## src/fsf_pkg.sv

```systemverilog
// shared constants and types for the supervisory flash function sequencer
package fsf_pkg;

    // =========================================================
    // register and parameter block offsets
    localparam logic [7:0] OFS_CTRL = 8'h00;
    localparam logic [7:0] OFS_STATUS = 8'h01;
    localparam logic [7:0] OFS_ACC = 8'h02;
    localparam logic [7:0] OFS_IDX = 8'h03;
    localparam logic [4:0] OFS_PARAM_TOP = 5'h1f;
    localparam logic [7:0] OFS_FIRST_KEY_BYTE = 8'hf8;
    localparam logic [7:0] OFS_SECOND_KEY_BYTE = 8'hf9;
    localparam logic [7:0] OFS_BLKSEL = 8'hfa;
    localparam logic [7:0] OFS_CLKDIV = 8'hfc;
    localparam logic [7:0] OFS_DELAY = 8'hfe;

    // =========================================================
    // field positions and fixed values
    localparam int CTRL_START_BIT = 7;
    localparam int STATUS_BUSY_BIT = 0;
    localparam int STATUS_KEYERR_BIT = 1;
    localparam logic [7:0] FIRST_KEY_BYTE_VALUE = 8'h3a;
    localparam logic [7:0] TRIM_INDEX_VALUE = 8'hff;
    localparam logic [2:0] IDX_FIRST_KEY_BYTE = 3'h0;
    localparam logic [2:0] IDX_SECOND_KEY_BYTE = 3'h1;
    localparam logic [2:0] IDX_BLKSEL = 3'h2;
    localparam logic [2:0] IDX_CLKDIV = 3'h4;
    localparam logic [2:0] IDX_DELAY = 3'h6;

    // =========================================================
    // sizes and counts
    localparam int PARAM_BYTES = 8;
    localparam logic [14:0] TABLE_BYTES = 15'h0008;
    localparam int BLOCK_SHIFT = 6;
    localparam logic [1:0] USER_LAST_STEP = 2'h2;
    localparam logic [1:0] PROT_LAST_STEP = 2'h1;

    // =========================================================
    // reset values
    localparam logic [7:0] PARAM_RESET = 8'h00;
    localparam logic [7:0] RESULT_RESET = 8'h00;
    localparam logic [15:0] SUM_RESET = 16'h0000;

    typedef enum logic [1:0] {FN_WIPE, FN_TABLE, FN_CSUM, FN_NONE} fsf_func_t;
    typedef enum logic [1:0] {OP_IDLE, OP_ERASE, OP_PROGRAM, OP_READ} fsf_op_t;
    typedef enum logic [1:0] {SP_USER, SP_PROTECT, SP_INFO, SP_HIDDEN} fsf_space_t;

    typedef struct packed {
        fsf_op_t op;
        fsf_space_t space;
        logic [1:0] macro;
        logic [13:0] addr;
        logic [7:0] wdata;
    } fsf_flash_cmd_t;

    typedef struct packed {
        logic [7:0] addr;
        logic [7:0] wdata;
        logic wr;
        logic rd;
    } fsf_bus_req_t;

endpackage : fsf_pkg

```

## src/fsf_pulse_timer.sv

```systemverilog
// programming pulse timer: width set by divider and delay bytes
`timescale 1ns/1ps
`default_nettype none
module fsf_pulse_timer (
    // clock and reset
    input wire logic i_clock,
    input wire logic i_reset_n,
    // control
    input wire logic i_start,
    input wire logic [7:0] i_divider,
    input wire logic [7:0] i_delay,
    // status
    output logic o_busy,
    output logic o_done
);
    logic [7:0] pre_q;
    logic [7:0] tick_q;
    logic [7:0] delay_q;
    logic [16:0] len_q;
    logic [16:0] seen_q;
    wire last = (pre_q == 8'h00) && (tick_q == 8'h00);

    // =========================================================
    // (divider + 1) ticks of (delay + 1) cycles each
    always_ff @(posedge i_clock or negedge i_reset_n) begin
        if (!i_reset_n) begin
            pre_q <= 8'h00;
            tick_q <= 8'h00;
            delay_q <= 8'h00;
            o_busy <= 1'b0;
            o_done <= 1'b0;
        end else if (i_start) begin
            pre_q <= i_delay;
            tick_q <= i_divider;
            delay_q <= i_delay;
            o_busy <= 1'b1;
            o_done <= 1'b0;
        end else if (o_busy) begin
            o_busy <= !last;
            o_done <= last;
            pre_q <= (pre_q == 8'h00) ? delay_q : pre_q - 8'h01;
            tick_q <= (pre_q == 8'h00) ? tick_q - 8'h01 : tick_q;
        end else begin
            o_done <= 1'b0;
        end
    end

    // =========================================================
    // checking helpers: expected and measured busy length
    always_ff @(posedge i_clock or negedge i_reset_n) begin
        if (!i_reset_n) begin
            len_q <= 17'h00000;
            seen_q <= 17'h00000;
        end else if (i_start) begin
            len_q <= 17'({9'h000, i_divider} + 17'h00001) * 17'({9'h000, i_delay} + 17'h00001);
            seen_q <= 17'h00000;
        end else if (o_busy) begin
            seen_q <= seen_q + 17'h00001;
        end
    end
endmodule : fsf_pulse_timer
`default_nettype wire

```

## src/fsf_cksum_acc.sv

```systemverilog
// checksum accumulator: byte into low half, carry into high half
`timescale 1ns/1ps
`default_nettype none
module fsf_cksum_acc (
    // clock and reset
    input wire logic i_clock,
    input wire logic i_reset_n,
    // control and data
    input wire logic i_clear,
    input wire logic i_add,
    input wire logic [7:0] i_byte,
    // result
    output logic [15:0] o_sum
);
    wire [8:0] lo_sum = {1'b0, o_sum[7:0]} + {1'b0, i_byte};
    wire [7:0] hi_sum = o_sum[15:8] + {7'h00, lo_sum[8]};

    always_ff @(posedge i_clock or negedge i_reset_n) begin
        if (!i_reset_n) begin
            o_sum <= fsf_pkg::SUM_RESET;
        end else if (i_clear) begin
            o_sum <= fsf_pkg::SUM_RESET;
        end else if (i_add) begin
            o_sum <= {hi_sum, lo_sum[7:0]};
        end
    end
endmodule : fsf_cksum_acc
`default_nettype wire

```

## src/fsf_sequencer.sv

```systemverilog
// supervisory flash sequencer: full wipe, info table fetch and checksum
// =========================================================
//
// Decided for this implementation: the strobed register port and the placing of the registers.
`timescale 1ns/1ps
`default_nettype none
module fsf_sequencer #(
    parameter int NUM_MACROS = 1,
    parameter logic [1:0] CSUM_MACRO = 2'h0,
    parameter logic [2:0] TRIM_TABLE = 3'h1,
    parameter logic [15:0] REV_ID = 16'h5a01, // arbitrary value
    parameter logic [7:0] REV_COUNT = 8'h00
) (
    // clock and reset
    input wire logic i_clock,
    input wire logic i_reset_n,
    // register port
    input wire fsf_pkg::fsf_bus_req_t i_bus,
    output logic [7:0] o_rd_data,
    // processor hand-back
    output logic o_busy,
    output logic o_done,
    output logic [7:0] o_acc,
    output logic [7:0] o_idx,
    // flash macros
    output fsf_pkg::fsf_flash_cmd_t o_flash_cmd,
    input wire logic [7:0] i_flash_rdata
);
    localparam logic [1:0] TOP_MACRO = 2'(NUM_MACROS - 1);

    typedef enum logic [3:0] {
        ST_IDLE, ST_CHECK, ST_W_PULSE, ST_W_WAIT, ST_T_READ, ST_T_RESULT,
        ST_C_READ, ST_C_LO, ST_C_HI, ST_DONE
    } fsf_state_t;

    fsf_state_t st_q, st_d;
    fsf_pkg::fsf_func_t func_q;
    logic [7:0] param_q [fsf_pkg::PARAM_BYTES];
    logic [7:0] blk_q;
    logic [1:0] macro_q, macro_d;
    logic [1:0] step_q, step_d;
    logic prot_q, prot_d;
    logic [14:0] cnt_q;
    logic rvalid_q;
    logic [2:0] widx_q;
    logic keyerr_q;
    logic tmr_busy, tmr_done;
    logic [15:0] sum;

    // =========================================================
    // decode of the register port
    wire in_param = (i_bus.addr[7:3] == fsf_pkg::OFS_PARAM_TOP);
    wire go = i_bus.wr && (i_bus.addr == fsf_pkg::OFS_CTRL)
        && i_bus.wdata[fsf_pkg::CTRL_START_BIT] && (st_q == ST_IDLE);
    wire bus_param_wr = i_bus.wr && in_param && (st_q == ST_IDLE);
    wire key_ok = (param_q[fsf_pkg::IDX_FIRST_KEY_BYTE] == fsf_pkg::FIRST_KEY_BYTE_VALUE);

    // =========================================================
    // read data selection
    wire [7:0] status = {6'h00, keyerr_q, st_q != ST_IDLE};
    wire [7:0] rd_mux = in_param ? param_q[i_bus.addr[2:0]]
        : (i_bus.addr == fsf_pkg::OFS_CTRL) ? {6'h00, func_q}
        : (i_bus.addr == fsf_pkg::OFS_STATUS) ? status
        : (i_bus.addr == fsf_pkg::OFS_ACC) ? o_acc
        : (i_bus.addr == fsf_pkg::OFS_IDX) ? o_idx
        : 8'h00;

    // =========================================================
    // read stream for table fetch and checksum
    wire [8:0] blk_total = {blk_q == 8'h00, blk_q};
    wire [14:0] csum_limit = 15'({blk_total, 6'h00});
    wire in_table = (st_q == ST_T_READ);
    wire in_csum = (st_q == ST_C_READ);
    wire [14:0] limit = in_table ? fsf_pkg::TABLE_BYTES : csum_limit;
    wire rd_issue = (in_table || in_csum) && (cnt_q < limit);
    wire drained = (cnt_q == limit) && (o_flash_cmd.op != fsf_pkg::OP_READ) && !rvalid_q;
    wire [13:0] tbl_addr = {8'h00, blk_q[2:0], cnt_q[2:0]};

    // =========================================================
    // wipe pulses only ever aim at user or protection space
    wire w_first = (step_q != 2'h1);
    wire [1:0] w_op = w_first ? fsf_pkg::OP_ERASE : fsf_pkg::OP_PROGRAM;
    wire [1:0] w_space = prot_q ? fsf_pkg::SP_PROTECT : fsf_pkg::SP_USER;
    wire [1:0] w_last = prot_q ? fsf_pkg::PROT_LAST_STEP : fsf_pkg::USER_LAST_STEP;

    fsf_pkg::fsf_flash_cmd_t cmd_d;
    always_comb begin
        cmd_d = '0;
        if (st_q == ST_W_PULSE || (st_q == ST_W_WAIT && !tmr_done)) begin
            cmd_d.op = fsf_pkg::fsf_op_t'(w_op);
            cmd_d.space = fsf_pkg::fsf_space_t'(w_space);
            cmd_d.macro = macro_q;
        end else if (rd_issue) begin
            cmd_d.op = fsf_pkg::OP_READ;
            cmd_d.space = in_table ? fsf_pkg::SP_INFO : fsf_pkg::SP_USER;
            cmd_d.macro = in_table ? 2'h0 : CSUM_MACRO;
            cmd_d.addr = in_table ? tbl_addr : cnt_q[13:0];
        end
    end

    // =========================================================
    // sequencer writes into the parameter block
    wire seq_wr = (rvalid_q && in_table) || st_q == ST_C_LO || st_q == ST_C_HI;
    wire [2:0] seq_idx = (st_q == ST_C_LO) ? fsf_pkg::IDX_FIRST_KEY_BYTE
        : (st_q == ST_C_HI) ? fsf_pkg::IDX_SECOND_KEY_BYTE : widx_q;
    wire [7:0] seq_wd = (st_q == ST_C_LO) ? sum[7:0]
        : (st_q == ST_C_HI) ? sum[15:8] : i_flash_rdata;

    // =========================================================
    // next state and wipe walk
    always_comb begin
        st_d = st_q;
        macro_d = macro_q;
        step_d = step_q;
        prot_d = prot_q;
        case (st_q)
            ST_IDLE: begin
                if (go) begin
                    st_d = ST_CHECK;
                end
            end
            ST_CHECK: begin
                macro_d = TOP_MACRO;
                step_d = 2'h0;
                prot_d = 1'b0;
                if (!key_ok) begin
                    st_d = ST_DONE;
                end else begin
                    case (func_q)
                        fsf_pkg::FN_WIPE: st_d = ST_W_PULSE;
                        fsf_pkg::FN_TABLE: st_d = ST_T_READ;
                        fsf_pkg::FN_CSUM: st_d = ST_C_READ;
                        default: st_d = ST_DONE;
                    endcase
                end
            end
            ST_W_PULSE: begin
                st_d = ST_W_WAIT;
            end
            ST_W_WAIT: begin
                if (tmr_done) begin
                    st_d = ST_W_PULSE;
                    step_d = step_q + 2'h1;
                    if (step_q == w_last) begin
                        step_d = 2'h0;
                        macro_d = macro_q - 2'h1;
                        if (macro_q == 2'h0) begin
                            macro_d = TOP_MACRO;
                            prot_d = 1'b1;
                            if (prot_q) begin
                                st_d = ST_DONE;
                            end
                        end
                    end
                end
            end
            ST_T_READ: begin
                if (drained) begin
                    st_d = ST_T_RESULT;
                end
            end
            ST_T_RESULT: begin
                st_d = ST_DONE;
            end
            ST_C_READ: begin
                if (drained) begin
                    st_d = ST_C_LO;
                end
            end
            ST_C_LO: begin
                st_d = ST_C_HI;
            end
            ST_C_HI: begin
                st_d = ST_DONE;
            end
            ST_DONE: begin
                st_d = ST_IDLE;
            end
            default: begin
                st_d = ST_IDLE;
            end
        endcase
    end

    // =========================================================
    // state, outputs and bookkeeping
    always_ff @(posedge i_clock or negedge i_reset_n) begin
        if (!i_reset_n) begin
            st_q <= ST_IDLE;
            func_q <= fsf_pkg::FN_WIPE;
            macro_q <= 2'h0;
            step_q <= 2'h0;
            prot_q <= 1'b0;
            blk_q <= fsf_pkg::PARAM_RESET;
            o_busy <= 1'b0;
            o_done <= 1'b0;
            o_flash_cmd <= '0;
            o_rd_data <= 8'h00;
            keyerr_q <= 1'b0;
        end else begin
            st_q <= st_d;
            macro_q <= macro_d;
            step_q <= step_d;
            prot_q <= prot_d;
            o_busy <= (st_d != ST_IDLE) && (st_d != ST_DONE);
            o_done <= (st_d == ST_DONE);
            o_flash_cmd <= cmd_d;
            o_rd_data <= i_bus.rd ? rd_mux : 8'h00;
            if (go) begin
                func_q <= fsf_pkg::fsf_func_t'(i_bus.wdata[1:0]);
                keyerr_q <= 1'b0;
            end else if (st_q == ST_CHECK && !key_ok) begin
                keyerr_q <= 1'b1;
            end
            if (st_q == ST_CHECK) begin
                blk_q <= param_q[fsf_pkg::IDX_BLKSEL];
            end
        end
    end

    always_ff @(posedge i_clock or negedge i_reset_n) begin
        if (!i_reset_n) begin
            cnt_q <= 15'h0000;
            rvalid_q <= 1'b0;
            widx_q <= 3'h0;
        end else begin
            cnt_q <= (st_q == ST_CHECK) ? 15'h0000 : cnt_q + {14'h0000, rd_issue};
            rvalid_q <= (o_flash_cmd.op == fsf_pkg::OP_READ);
            widx_q <= o_flash_cmd.addr[2:0];
        end
    end

    // only the fetch of a table writes the hand-back bytes
    always_ff @(posedge i_clock or negedge i_reset_n) begin
        if (!i_reset_n) begin
            o_acc <= fsf_pkg::RESULT_RESET;
            o_idx <= fsf_pkg::RESULT_RESET;
        end else if (st_q == ST_T_RESULT) begin
            o_acc <= (blk_q[2:0] == TRIM_TABLE) ? REV_COUNT : REV_ID[15:8];
            o_idx <= (blk_q[2:0] == TRIM_TABLE) ? fsf_pkg::TRIM_INDEX_VALUE : REV_ID[7:0];
        end
    end

    // =========================================================
    // parameter block; software writes are dropped while a call runs
    for (genvar i = 0; i < fsf_pkg::PARAM_BYTES; i++) begin : g_param
        always_ff @(posedge i_clock or negedge i_reset_n) begin
            if (!i_reset_n) begin
                param_q[i] <= fsf_pkg::PARAM_RESET;
            end else if (seq_wr && seq_idx == 3'(i)) begin
                param_q[i] <= seq_wd;
            end else if (bus_param_wr && i_bus.addr[2:0] == 3'(i)) begin
                param_q[i] <= i_bus.wdata;
            end
        end
    end

    // =========================================================
    // helpers
    fsf_pulse_timer u_timer (
        .i_clock(i_clock),
        .i_reset_n(i_reset_n),
        .i_start(st_q == ST_W_PULSE),
        .i_divider(param_q[fsf_pkg::IDX_CLKDIV]),
        .i_delay(param_q[fsf_pkg::IDX_DELAY]),
        .o_busy(tmr_busy),
        .o_done(tmr_done)
    );

    fsf_cksum_acc u_acc (
        .i_clock(i_clock),
        .i_reset_n(i_reset_n),
        .i_clear(st_q == ST_CHECK),
        .i_add(rvalid_q && in_csum),
        .i_byte(i_flash_rdata),
        .o_sum(sum)
    );
endmodule : fsf_sequencer
`default_nettype wire

```

## config.mk

```make
export PLATFORM = sky130hd
export DESIGN_NAME = fsf_sequencer
export DESIGN_NICKNAME = d
export VERILOG_FILES = /design/src/fsf_pkg.sv /design/src/fsf_pulse_timer.sv /design/src/fsf_cksum_acc.sv /design/src/fsf_sequencer.sv
export SDC_FILE = /design/constraint.sdc
export NUM_CORES = 1
export LEC_CHECK = 0
export ABC_CLOCK_PERIOD_IN_PS = 7300
export BUFFER_PORTS_ARGS = -buffer_cell sky130_fd_sc_hd__buf_2
export CORE_UTILIZATION = 45
export DETAILED_ROUTE_END_ITERATION = 16
export PLACE_DENSITY_LB_ADDON = 0.08
export SLEW_MARGIN = 30
export SYNTH_ARGS = -nofsm -noshare
export SYNTH_HDL_FRONTEND = slang
export SYNTH_SLANG_ARGS = --single-unit
```

## constraint.sdc

```tcl
create_clock -name i_clock -period 7.3 [get_ports i_clock]
set_input_delay 1.46 -clock i_clock [delete_from_list [all_inputs] [get_ports i_clock]]
set_output_delay 1.46 -clock i_clock [all_outputs]
set_load 0.05 [all_outputs]
```

---- Yosys cells after proc, flatten, opt, wreduce, memory -nomap -nowiden ----
Index checks and enable logic that the tools add are counted.
W data, S select, Z words.
cells by class
  add/subtract/negate cells ............... 7
  order comparisons ....................... 2
  equal/unequal tests ..................... 40
  muxes and demuxes ....................... 76
  bitwise logic cells ..................... 1
  reductions and logical operators ........ 67
operators with widths
  kind                   count
  $mux W8                33
  $logic_not A8 Y1       4
  $mux W16               2
  $mux W4                8
  $pmux W4 S8            1
  $logic_and A1 B1 Y1    30
  $mux W15               2
  $mux W14               2
  $reduce_bool A2 Y1     13
  $bmux W8 S3            1
  $eq A3 B3 Y1 const B   8
  $mux W20               1
  $eq A4 B3 Y1 const B   4
  $eq A8 B2 Y1 const B   2
  $mux W2                8
  $sub A8 B1 Y8 const B  2
  $add A15 B1 Y15        1
  $eq A15 B15 Y1         1
  $lt A15 B15 Y1         1
  $eq A3 B2 Y1 const B   4
  $pmux W4 S3            1
  $mux W1                10
  $add A8 B8 Y9          1
  $eq A3 B1 Y1 const B   3
  other kinds (32)       50
storage, ports and cells
  register bits ........................... 191
  input port bits ......................... 28
  output and inout port bits .............. 54
  logic and storage cells ................. 226

---- Depth between registers and ports, before layout ----
Gate-level depths: netlist (run 1).
  depth in word-level cells ............... 9
  depth in mapped cells ................... 18
  mapped depth without buffers ............ 15

---- By module ----
Synthesis (run 1) repeated with hierarchy kept, for this count alone.
second synthesis, totals
  cells, all modules ...................... 997
  area, all modules ....................... 10,084.7 um^2
modules (own cells, without submodules)
  module           times used  cells an instance  area each (um^2)  sequential area each (um^2)
  fsf_sequencer    1           729                7,517.2           3,403.3
  fsf_pulse_timer  1           154                1,485.2           650.6
  fsf_cksum_acc    1           114                1,082.3           400.4

---- Least setup slack after synthesis (run 1) ----
OpenSTA, ideal clock, no wires.
  path kind ............................... register to register
  start point ............................. register st_q[1]
  end point ............................... register cnt_q[14]
  setup time .............................. 0.078 ns
  data arrival time ....................... 3.804 ns
  required time ........................... 7.222 ns
  slack ................................... 3.418 ns
  stages on the path, launching flop included .. 18
  buffers on the path ..................... 3
  clock period less this slack ............ 3.882 ns
  cells stage by stage .................... dfrtp_1 > clkbuf_1 > or3_1 > clkbuf_1 > nand2_1 > ha_1 > nand4_1 > or2_2 > o21bai_1 > a31oi_1 > nor3_1 > clkbuf_1 > ha_1 > ha_1 > and3_1 > nand4_1 > or3_1 > a21oi_1
between the ends
  longest elaborated chain between the ends .. 6
  elaborated cells between the ends (all ways) .. 9
  those cells by class .................... 1 x add/sub; 1 x order compare; 3 x eq/ne; 2 x mux; 2 x reduce/logical
ends and longest elaborated chain
  item                    RTL line              source
  start, declared         fsf_sequencer.sv:36   fsf_state_t st_q, st_d;
  start signal, assigned  fsf_sequencer.sv:201  st_q <= st_d;
  $eq A4 B3 Y1            fsf_sequencer.sv:72   wire in_table = (st_q == ST_T_READ);
  $mux W15                fsf_sequencer.sv:74   wire [14:0] limit = in_table ? fsf_pkg::TABLE_BYTES : csum_limit;
  $lt A15 B15 Y1          fsf_sequencer.sv:75   wire rd_issue = (in_table || in_csum) && (cnt_q < limit);
  $logic_and A1 B1 Y1     fsf_sequencer.sv:75
  $add A15 B1 Y15         fsf_sequencer.sv:227  cnt_q <= (st_q == ST_CHECK) ? 15'h0000 : cnt_q + {14'h0000, rd_issue};
  $mux W15 *              fsf_sequencer.sv:227
  end signal, assigned    fsf_sequencer.sv:227
  end, declared           fsf_sequencer.sv:43   logic [14:0] cnt_q;
Mark *: on every way between the ends. The rest lies on a longest branch, timed or not.
A chain may end at the register's enable or synchronous reset.

---- Final worst setup path (run 1) ----
  start point ............................. register st_q[0]
  end point ............................... register cnt_q[14]
The elaborated chain is that of the path after synthesis.

==> results.py, run 1 <==
metrics = {
    "place": {
        "globalplace.congestion": 0.816,
        "portBuffers": 69,
        "dpl.hpwl_um": 17900,
    },
    "clock_network": {
        "post-cts-setup-buffer-count": 0,
        "holdBufCountCts": 0,
        "cts_max_level": 4,
        "cts.sinks": 178,
        "clk_path_buf_depth": 2,
        "clk_root_buffer_cell": "clkbuf_16",
        "worstSkewPairLatency_ns": 0.44,
        "cts_tree": "done",
        "cts_buffers": 17,
        "ctsResizeCount": 0,
        "path_clk_slew_ns": 0.07,
    },
    "setup_path": {
        "crit_type": "reg -> reg",
        "critical_path_required_ns": 7.66,
        "cp.arrival_ns": 4.56,
        "end_kind": "register",
        "worstPathMaxFanout": 22,
        "cp-start-kind": "register",
    },
    "logic_synthesis": {
        "yosys-top-cells-count": "dfrtp_1, nand2_1, mux2i_1",
        "synthFlopType": "dfrtp_1",
        "async_flop_share": 1.00,
        "syn_inst": 957,
        "synth_top_area_frac": 0.456,
        "avgSynthCellArea_um2": 10.2,
        "ys_types": 64,
        "synth_area_um2": 9770,
        "synth_edf_count": 0,
        "yosysMostFrequentCell": "dfrtp_1",
        "ys_warn_count": 0,
        "synthTopCellsByArea": "dfrtp_1, mux2i_1, nand2_1",
        "synth-seq-area-share": 0.456,
        "ys_ff_latch": 178,
        "synth_top_cell_by_area": "dfrtp_1",
    },
    "die": {
        "initial_core_util": 0.462,
        "die-area_um2": 22300,
        "fp.dieH_um": 149,
        "row_count": 53,
        "top_level_ports": 82,
        "core-area_um2": 21200,
        "die_w_um": 149,
    },
    "sta": {
        "slew_viol_final": 0,
        "grt_setup_unrepaired": "no",
        "relSlewSlack": 0.330,
        "period_minus_slack_ns": 4.20,
        "finalHoldViolCount": 0,
        "tns_ns": 0,
        "worstMarginPinSlew_ns": 0.978,
        "clock_skew_ns": 0.0147,
        "fmax_mhz": 238,
        "fin_crit_sh": 0.575,
        "setup_viol": 0,
    },
    "detailed_routing": {
        "drt_iter0_drc": 499,
        "vias_per_cell": 5.65,
        "firstDrtPassIters": 4,
        "totalWireLength_um": 24900,
        "routedWlPerCell_um": 19.4,
        "vias": 7260,
        "ant_nets": 0,
        "drc": 0,
    },
    "worst_hold_path": {
        "hold_class": "reg -> reg",
    },
    "power_and_ir_drop": {
        "power.leakage_nw": 5.37,
        "total_power_mw": 2.72,
        "p_per_area_nw_per_um2": 250,
        "vdd_drop_max_mv": 0.156,
    },
    "global_routing": {
        "grt_antenna_before_repair": 1,
        "grt_max_degree": 71,
        "grt_pass1_vias": 7145,
        "grt_pass1_wl_um": 40400,
        "overflow": 0,
        "grt_usage": 0.238,
    },
    "cells_and_area": {
        "multi_input_area_um2": 4980,
        "regArea_um2": 4450,
        "area_growth_pct": 11.5,
        "fill_cells": 1979,
        "drive_above_1_share": 0.154,
        "nNetsFinal": 1053,
    },
    "run": {
        "max-cap-violations": 0,
    },
    "status": {
        "outcome": "completed",
    },
}
[cells by family (layout without fill, tap and decap cells)]
family | after synthesis | in the layout | share of synthesized area
other | 1 | 13 | 0.000384
buffers and inverters | 86 | 126 | 0.0430
multiplexers | 132 | 132 | 0.157
AND/OR/NAND/NOR | 354 | 354 | 0.180
XOR/XNOR | 31 | 31 | 0.0278
flip-flops | 178 | 178 | 0.456
AO/OA/AOI/OAI | 145 | 145 | 0.0967
adder cells (fa/ha/maj) | 30 | 30 | 0.0392
[stage by stage]
stage / utilization / cells / hold slack, ns / area (um^2) / setup WS (ns)
floorplan: - / 968 / 0.446 / 9810 / 3.42
finish: 0.515 / 1284 / 0.381 / 10900 / 3.10
global route: 0.514 / 1283 / 0.401 / 10900 / 2.65
global placement: 0.483 / 1251 / 0.374 / 10200 / 3.21
CTS: 0.514 / 1283 / 0.387 / 10900 / 3.12
detailed placement: 0.484 / 1251 / 0.376 / 10200 / 3.13
[flip-flops by register name, indices dropped and copies added (netlist names), 2 cells and up]
name,count
blk_q,8
cnt_q,15
func_q,2
macro_q,2
o_flash_cmd,20
o_idx,2
o_rd_data,8
param_q,64
st_q,4
step_q,2
u_acc.o_sum,16
u_timer.delay_q,8
u_timer.pre_q,8
u_timer.tick_q,8
widx_q,3
[layout make-up]
| cell class | instances | area share |
|---|---|---|
| multi-input combinational | 704 | 0.457 |
| sequential | 178 | 0.409 |
| clock buffer | 18 | 0.0403 |
| timing repair buffer | 75 | 0.0364 |
| tap | 275 | 0.0316 |
| clock inverter | 14 | 0.0184 |
| inverter | 19 | 0.00655 |
| antenna | 1 | 0.000230 |
[critical path: stages (launching register included)]
cell      delay, ns
dfrtp_1        0.70
or3_1          0.65
nand2_1        0.14
ha_1           0.32
nand4_1        0.13
or2_2          0.13
o21bai_1       0.10
a31oi_1        0.11
nor3_1         0.29
ha_1           0.29
ha_1           0.20
and3_1         0.25
nand4_1        0.24
or3_1          0.40
a21oi_1        0.15
[where the power goes]
part,total (mW),switching (mW),internal (mW)
Combinational,0.589,0.366,0.223
Clock,1.00,0.412,0.587
Sequential,1.13,0.0737,1.05
[placed cells by master (no fill, tap or decap), types with 18 or more instances in the layout]
cell	instances
dfrtp_1	178
nand2_1	135
mux2i_1	106
nor2_1	79
buf_2	68
o21ai_0	43
ha_1	29
a21oi_1	25
nand3_1	25
xor2_1	19
inv_1	18
[path summary, 6_finish.rpt]
path / start / to / slack [ns] / cells after the start
setup / recovery: st_q[0]$_DFF_PN0_ / cnt_q[14]$_DFF_PN0_ / 3.10 / 14
hold reg to reg: o_flash_cmd[8]$_DFF_PN0_ / widx_q[0]$_DFF_PN0_ / 0.38 / 0
max in group asynchronous: i_reset_n / param_q[51]$_DFFE_PN0P_ / 5.01 / 2
hold / removal: o_flash_cmd[8]$_DFF_PN0_ / widx_q[0]$_DFF_PN0_ / 0.38 / 0
setup reg to reg: st_q[0]$_DFF_PN0_ / cnt_q[14]$_DFF_PN0_ / 3.10 / 14
min in group asynchronous: i_reset_n / u_timer.pre_q[5]$_DFFE_PN0P_ / 1.05 / 1
[metal layers]
metal	wire length, um	vias up	global-route usage
met1	12000	3621	0.341
met4	399	0	0.0668
li1	-	3454	-
met2	11600	156	0.369
met3	892	29	0.0419
met5	0	-	0
No activity file was read; power rests on OpenSTA's default activity.
==> run 2, diff against run 1 <==
--- a/config.mk
+++ b/config.mk
@@ -5,7 +5,7 @@
 export SDC_FILE = /design/constraint.sdc
 export NUM_CORES = 1
 export LEC_CHECK = 0
-export ABC_CLOCK_PERIOD_IN_PS = 7300
+export ABC_CLOCK_PERIOD_IN_PS = 3560
 export BUFFER_PORTS_ARGS = -buffer_cell sky130_fd_sc_hd__buf_2
 export CORE_UTILIZATION = 45
 export DETAILED_ROUTE_END_ITERATION = 16
==> constraint.sdc (replaced) <==
create_clock -name i_clock -period 3.56 [get_ports i_clock]
set_input_delay 0.712 -clock i_clock [delete_from_list [all_inputs] [get_ports i_clock]]
set_output_delay 0.712 -clock i_clock [all_outputs]
set_load 0.05 [all_outputs]
==> run 2 against run 1 <==
Effect of this change: sequential share of layout area fell by 1.2 points; fmax grew 20%; critical endpoint is now cnt_q[12]$_DFF_PN0_; wire length grew 2.7%; setup slack worse by 3.0 ns; total power is 110% higher; register-to-register slack worse by 3.0 ns; highest routed layer unchanged; flip-flop and latch count is the same; clock-buffer cell count stayed put; clock power is 100% higher; non-clock buffer count up 34; clock skew fell by 0.00060 ns.
==> results.py, run 2 (synthesis gave the netlist of run 1 again) <==
metrics = {
    "detailed_routing": {
        "routedWlPerCell_um": 19.4,
        "firstDrtPassIters": 5,
        "totalWireLength_um": 25600,
        "vias_per_cell": 5.60,
        "drt_iter0_drc": 449,
        "vias": 7385,
        "drc": 0,
        "ant_nets": 0,
    },
    "clock_network": {
        "cts_max_level": 4,
        "cts.sinks": 178,
        "clk_path_buf_depth": 2,
        "cts_buffers": 17,
        "cts_tree": "done",
        "path_clk_slew_ns": 0.07,
        "clk_root_buffer_cell": "clkbuf_16",
        "worstSkewPairLatency_ns": 0.45,
    },
    "run": {
        "max-cap-violations": 0,
    },
    "die": {
        "die-area_um2": 22300,
        "row_count": 53,
        "die_w_um": 149,
        "fp.dieH_um": 149,
        "initial_core_util": 0.462,
        "core-area_um2": 21200,
        "top_level_ports": 82,
    },
    "cells_and_area": {
        "design_area_um2": 11200,
        "largest_reg_flops": 64,
        "stdcell_count": 1319,
        "largest_register": "param_q",
        "reg_top3": "param_q x64, o_flash_cmd x20, u_acc.o_sum x16",
        "insertedDiodeCount": 0,
        "nNetsFinal": 1089,
        "drive_above_1_share": 0.191,
        "area_growth_pct": 14.9,
        "final_cell_mix": "dfrtp_1, nand2_1, mux2i_1, nor2_1, buf_2",
        "final_common_cell": "dfrtp_1",
        "fill_cells": 1959,
    },
    "sta": {
        "period_minus_slack_ns": 3.49,
        "fmax_mhz": 287,
        "setup_viol": 0,
        "worstMarginPinSlew_ns": 0.878,
        "slew_viol_final": 0,
        "finalHoldViolCount": 0,
        "fin_crit_sh": 0.980,
        "clock_skew_ns": 0.0141,
        "relSlewSlack": 0.415,
    },
    "global_routing": {
        "grt_antenna_before_repair": 0,
        "grt_max_degree": 81,
        "grt_pass1_vias": 7319,
        "grt_pass1_wl_um": 40900,
        "grt_usage": 0.242,
        "overflow": 0,
    },
    "power_and_ir_drop": {
        "switching_power_mw": 1.80,
        "power.leakage_nw": 5.55,
        "p_int_mw": 3.85,
        "clockPowerShare": 0.359,
        "p_per_area_nw_per_um2": 504,
        "swShare": 0.318,
        "p_seq_frac": 0.403,
        "power_frac_comb": 0.237,
        "vdd_drop_max_mv": 0.298,
    },
    "setup_path": {
        "cp-start-kind": "register",
        "worstPathMaxFanout": 5,
        "crit_type": "reg -> reg",
        "critical_path_required_ns": 3.94,
        "slowest_delay_ns": 0.56,
        "crit_chain": "nand2b_4 > or3_2 > nand2_1 > ha_1 > nand2_1 > or2_4 > o21bai_1 > a31oi_1 > nor3_2 > ha_4 > ha_4 > and3_4 > nand4_1 > or3_4 > a21oi_2",
        "end_kind": "register",
        "crit_slowest_cell": "or3_2",
        "cp.arrival_ns": 3.87,
    },
    "place": {
        "portBuffers": 69,
        "place_inst": 1281,
        "globalplace.congestion": 0.812,
        "dpl.hpwl_um": 18200,
        "post_dp_cell_area_um2": 10500,
    },
    "worst_hold_path": {
        "hold_class": "in -> async",
    },
    "status": {
        "outcome": "completed",
    },
}
-- run 2: cell types whose count changed in the layout (fill, tap and decap cells not counted), sizes merged --
cell	change
buf	+33
inv	+3
clkinvlp	-2
or3	+2
bufinv	-1
clkbuf	+1
diode	-1
-- run 2: power by group through the flow --
stage / Combinational [mW] / Clock (mW) / Sequential, mW
after floorplan: 0.895 / 0 / 2.29
after global placement: 1.30 / 0 / 2.30
after CTS: 1.32 / 2.06 / 2.27
final: 1.34 / 2.03 / 2.28
after detailed placement: 1.32 / 0 / 2.31
after global routing: 1.46 / 2.15 / 2.29
-- run 2: path summary, 6_finish.rpt --
check	startpoint	endpoint	slack (ns)	cells after the start
worst max-delay path	st_q[3]$_DFF_PN0_	cnt_q[12]$_DFF_PN0_	0.07	15
worst min-delay path	i_reset_n	u_timer.delay_q[0]$_DFFE_PN0P_	0.30	1
worst max register to register	st_q[3]$_DFF_PN0_	cnt_q[12]$_DFF_PN0_	0.07	15
worst min register to register	o_flash_cmd[10]$_DFF_PN0_	widx_q[2]$_DFF_PN0_	0.38	0
max in group asynchronous	i_reset_n	param_q[62]$_DFFE_PN0P_	2.56	2
min in group i_clock	o_flash_cmd[10]$_DFF_PN0_	widx_q[2]$_DFF_PN0_	0.38	0
-- run 2: routing by layer --
layer  GRT usage  share of wire  up-vias  wire [um]
li1            -              -     3521          -
met1       0.339           0.47     3690      12100
met2       0.386           0.47      144      12100
met3      0.0361          0.037       30        956
met4      0.0714          0.017        0        429
met5           0              0        -          0
-- run 2: final cells by class --
class                   instances  area [um^2]  share of cell area
clock inverters                14          190              0.0169
well taps                     275          344              0.0307
multi-input cells             706         5050               0.450
flip-flops and latches        178         4450               0.397
clock buffers                  18          439              0.0391
inverters                      19         71.3             0.00635
repair buffers                109          679              0.0605
-- run 2: stage by stage --
stage	power (mW)	TNS [ns]	utilization	setup slack, ns	hold slack (ns)
2_1_floorplan	3.18	0	-	0.00567	0.416
3_3_place_gp	3.61	0	0.496	0.165	0.376
3_5_place_dp	3.62	0	0.496	0.0674	0.362
4_1_cts	5.65	0	0.526	0.0304	0.342
5_1_grt	5.90	-0.0751	0.531	-0.0448	0.352
6_report	5.65	0	0.531	0.0728	0.299
-- run 2: repair_timing --
item	4_1_cts	5_1_grt
buffers inserted	0	4
hold endpoints to repair	0	0
setup endpoints to repair	0	3
gates resized for setup	0	12
hold buffers	0	0
-- run 2: critical path, delay by kind of cell (launching register included) --
| kind | cells | cell delay [ns] |
|---|---|---|
| AND/OR/NAND/NOR | 9 | 2.10 |
| flip-flops | 1 | 0.38 |
| AO/OA/AOI/OAI | 3 | 0.38 |
| adder cells (fa/ha/maj) | 3 | 0.55 |
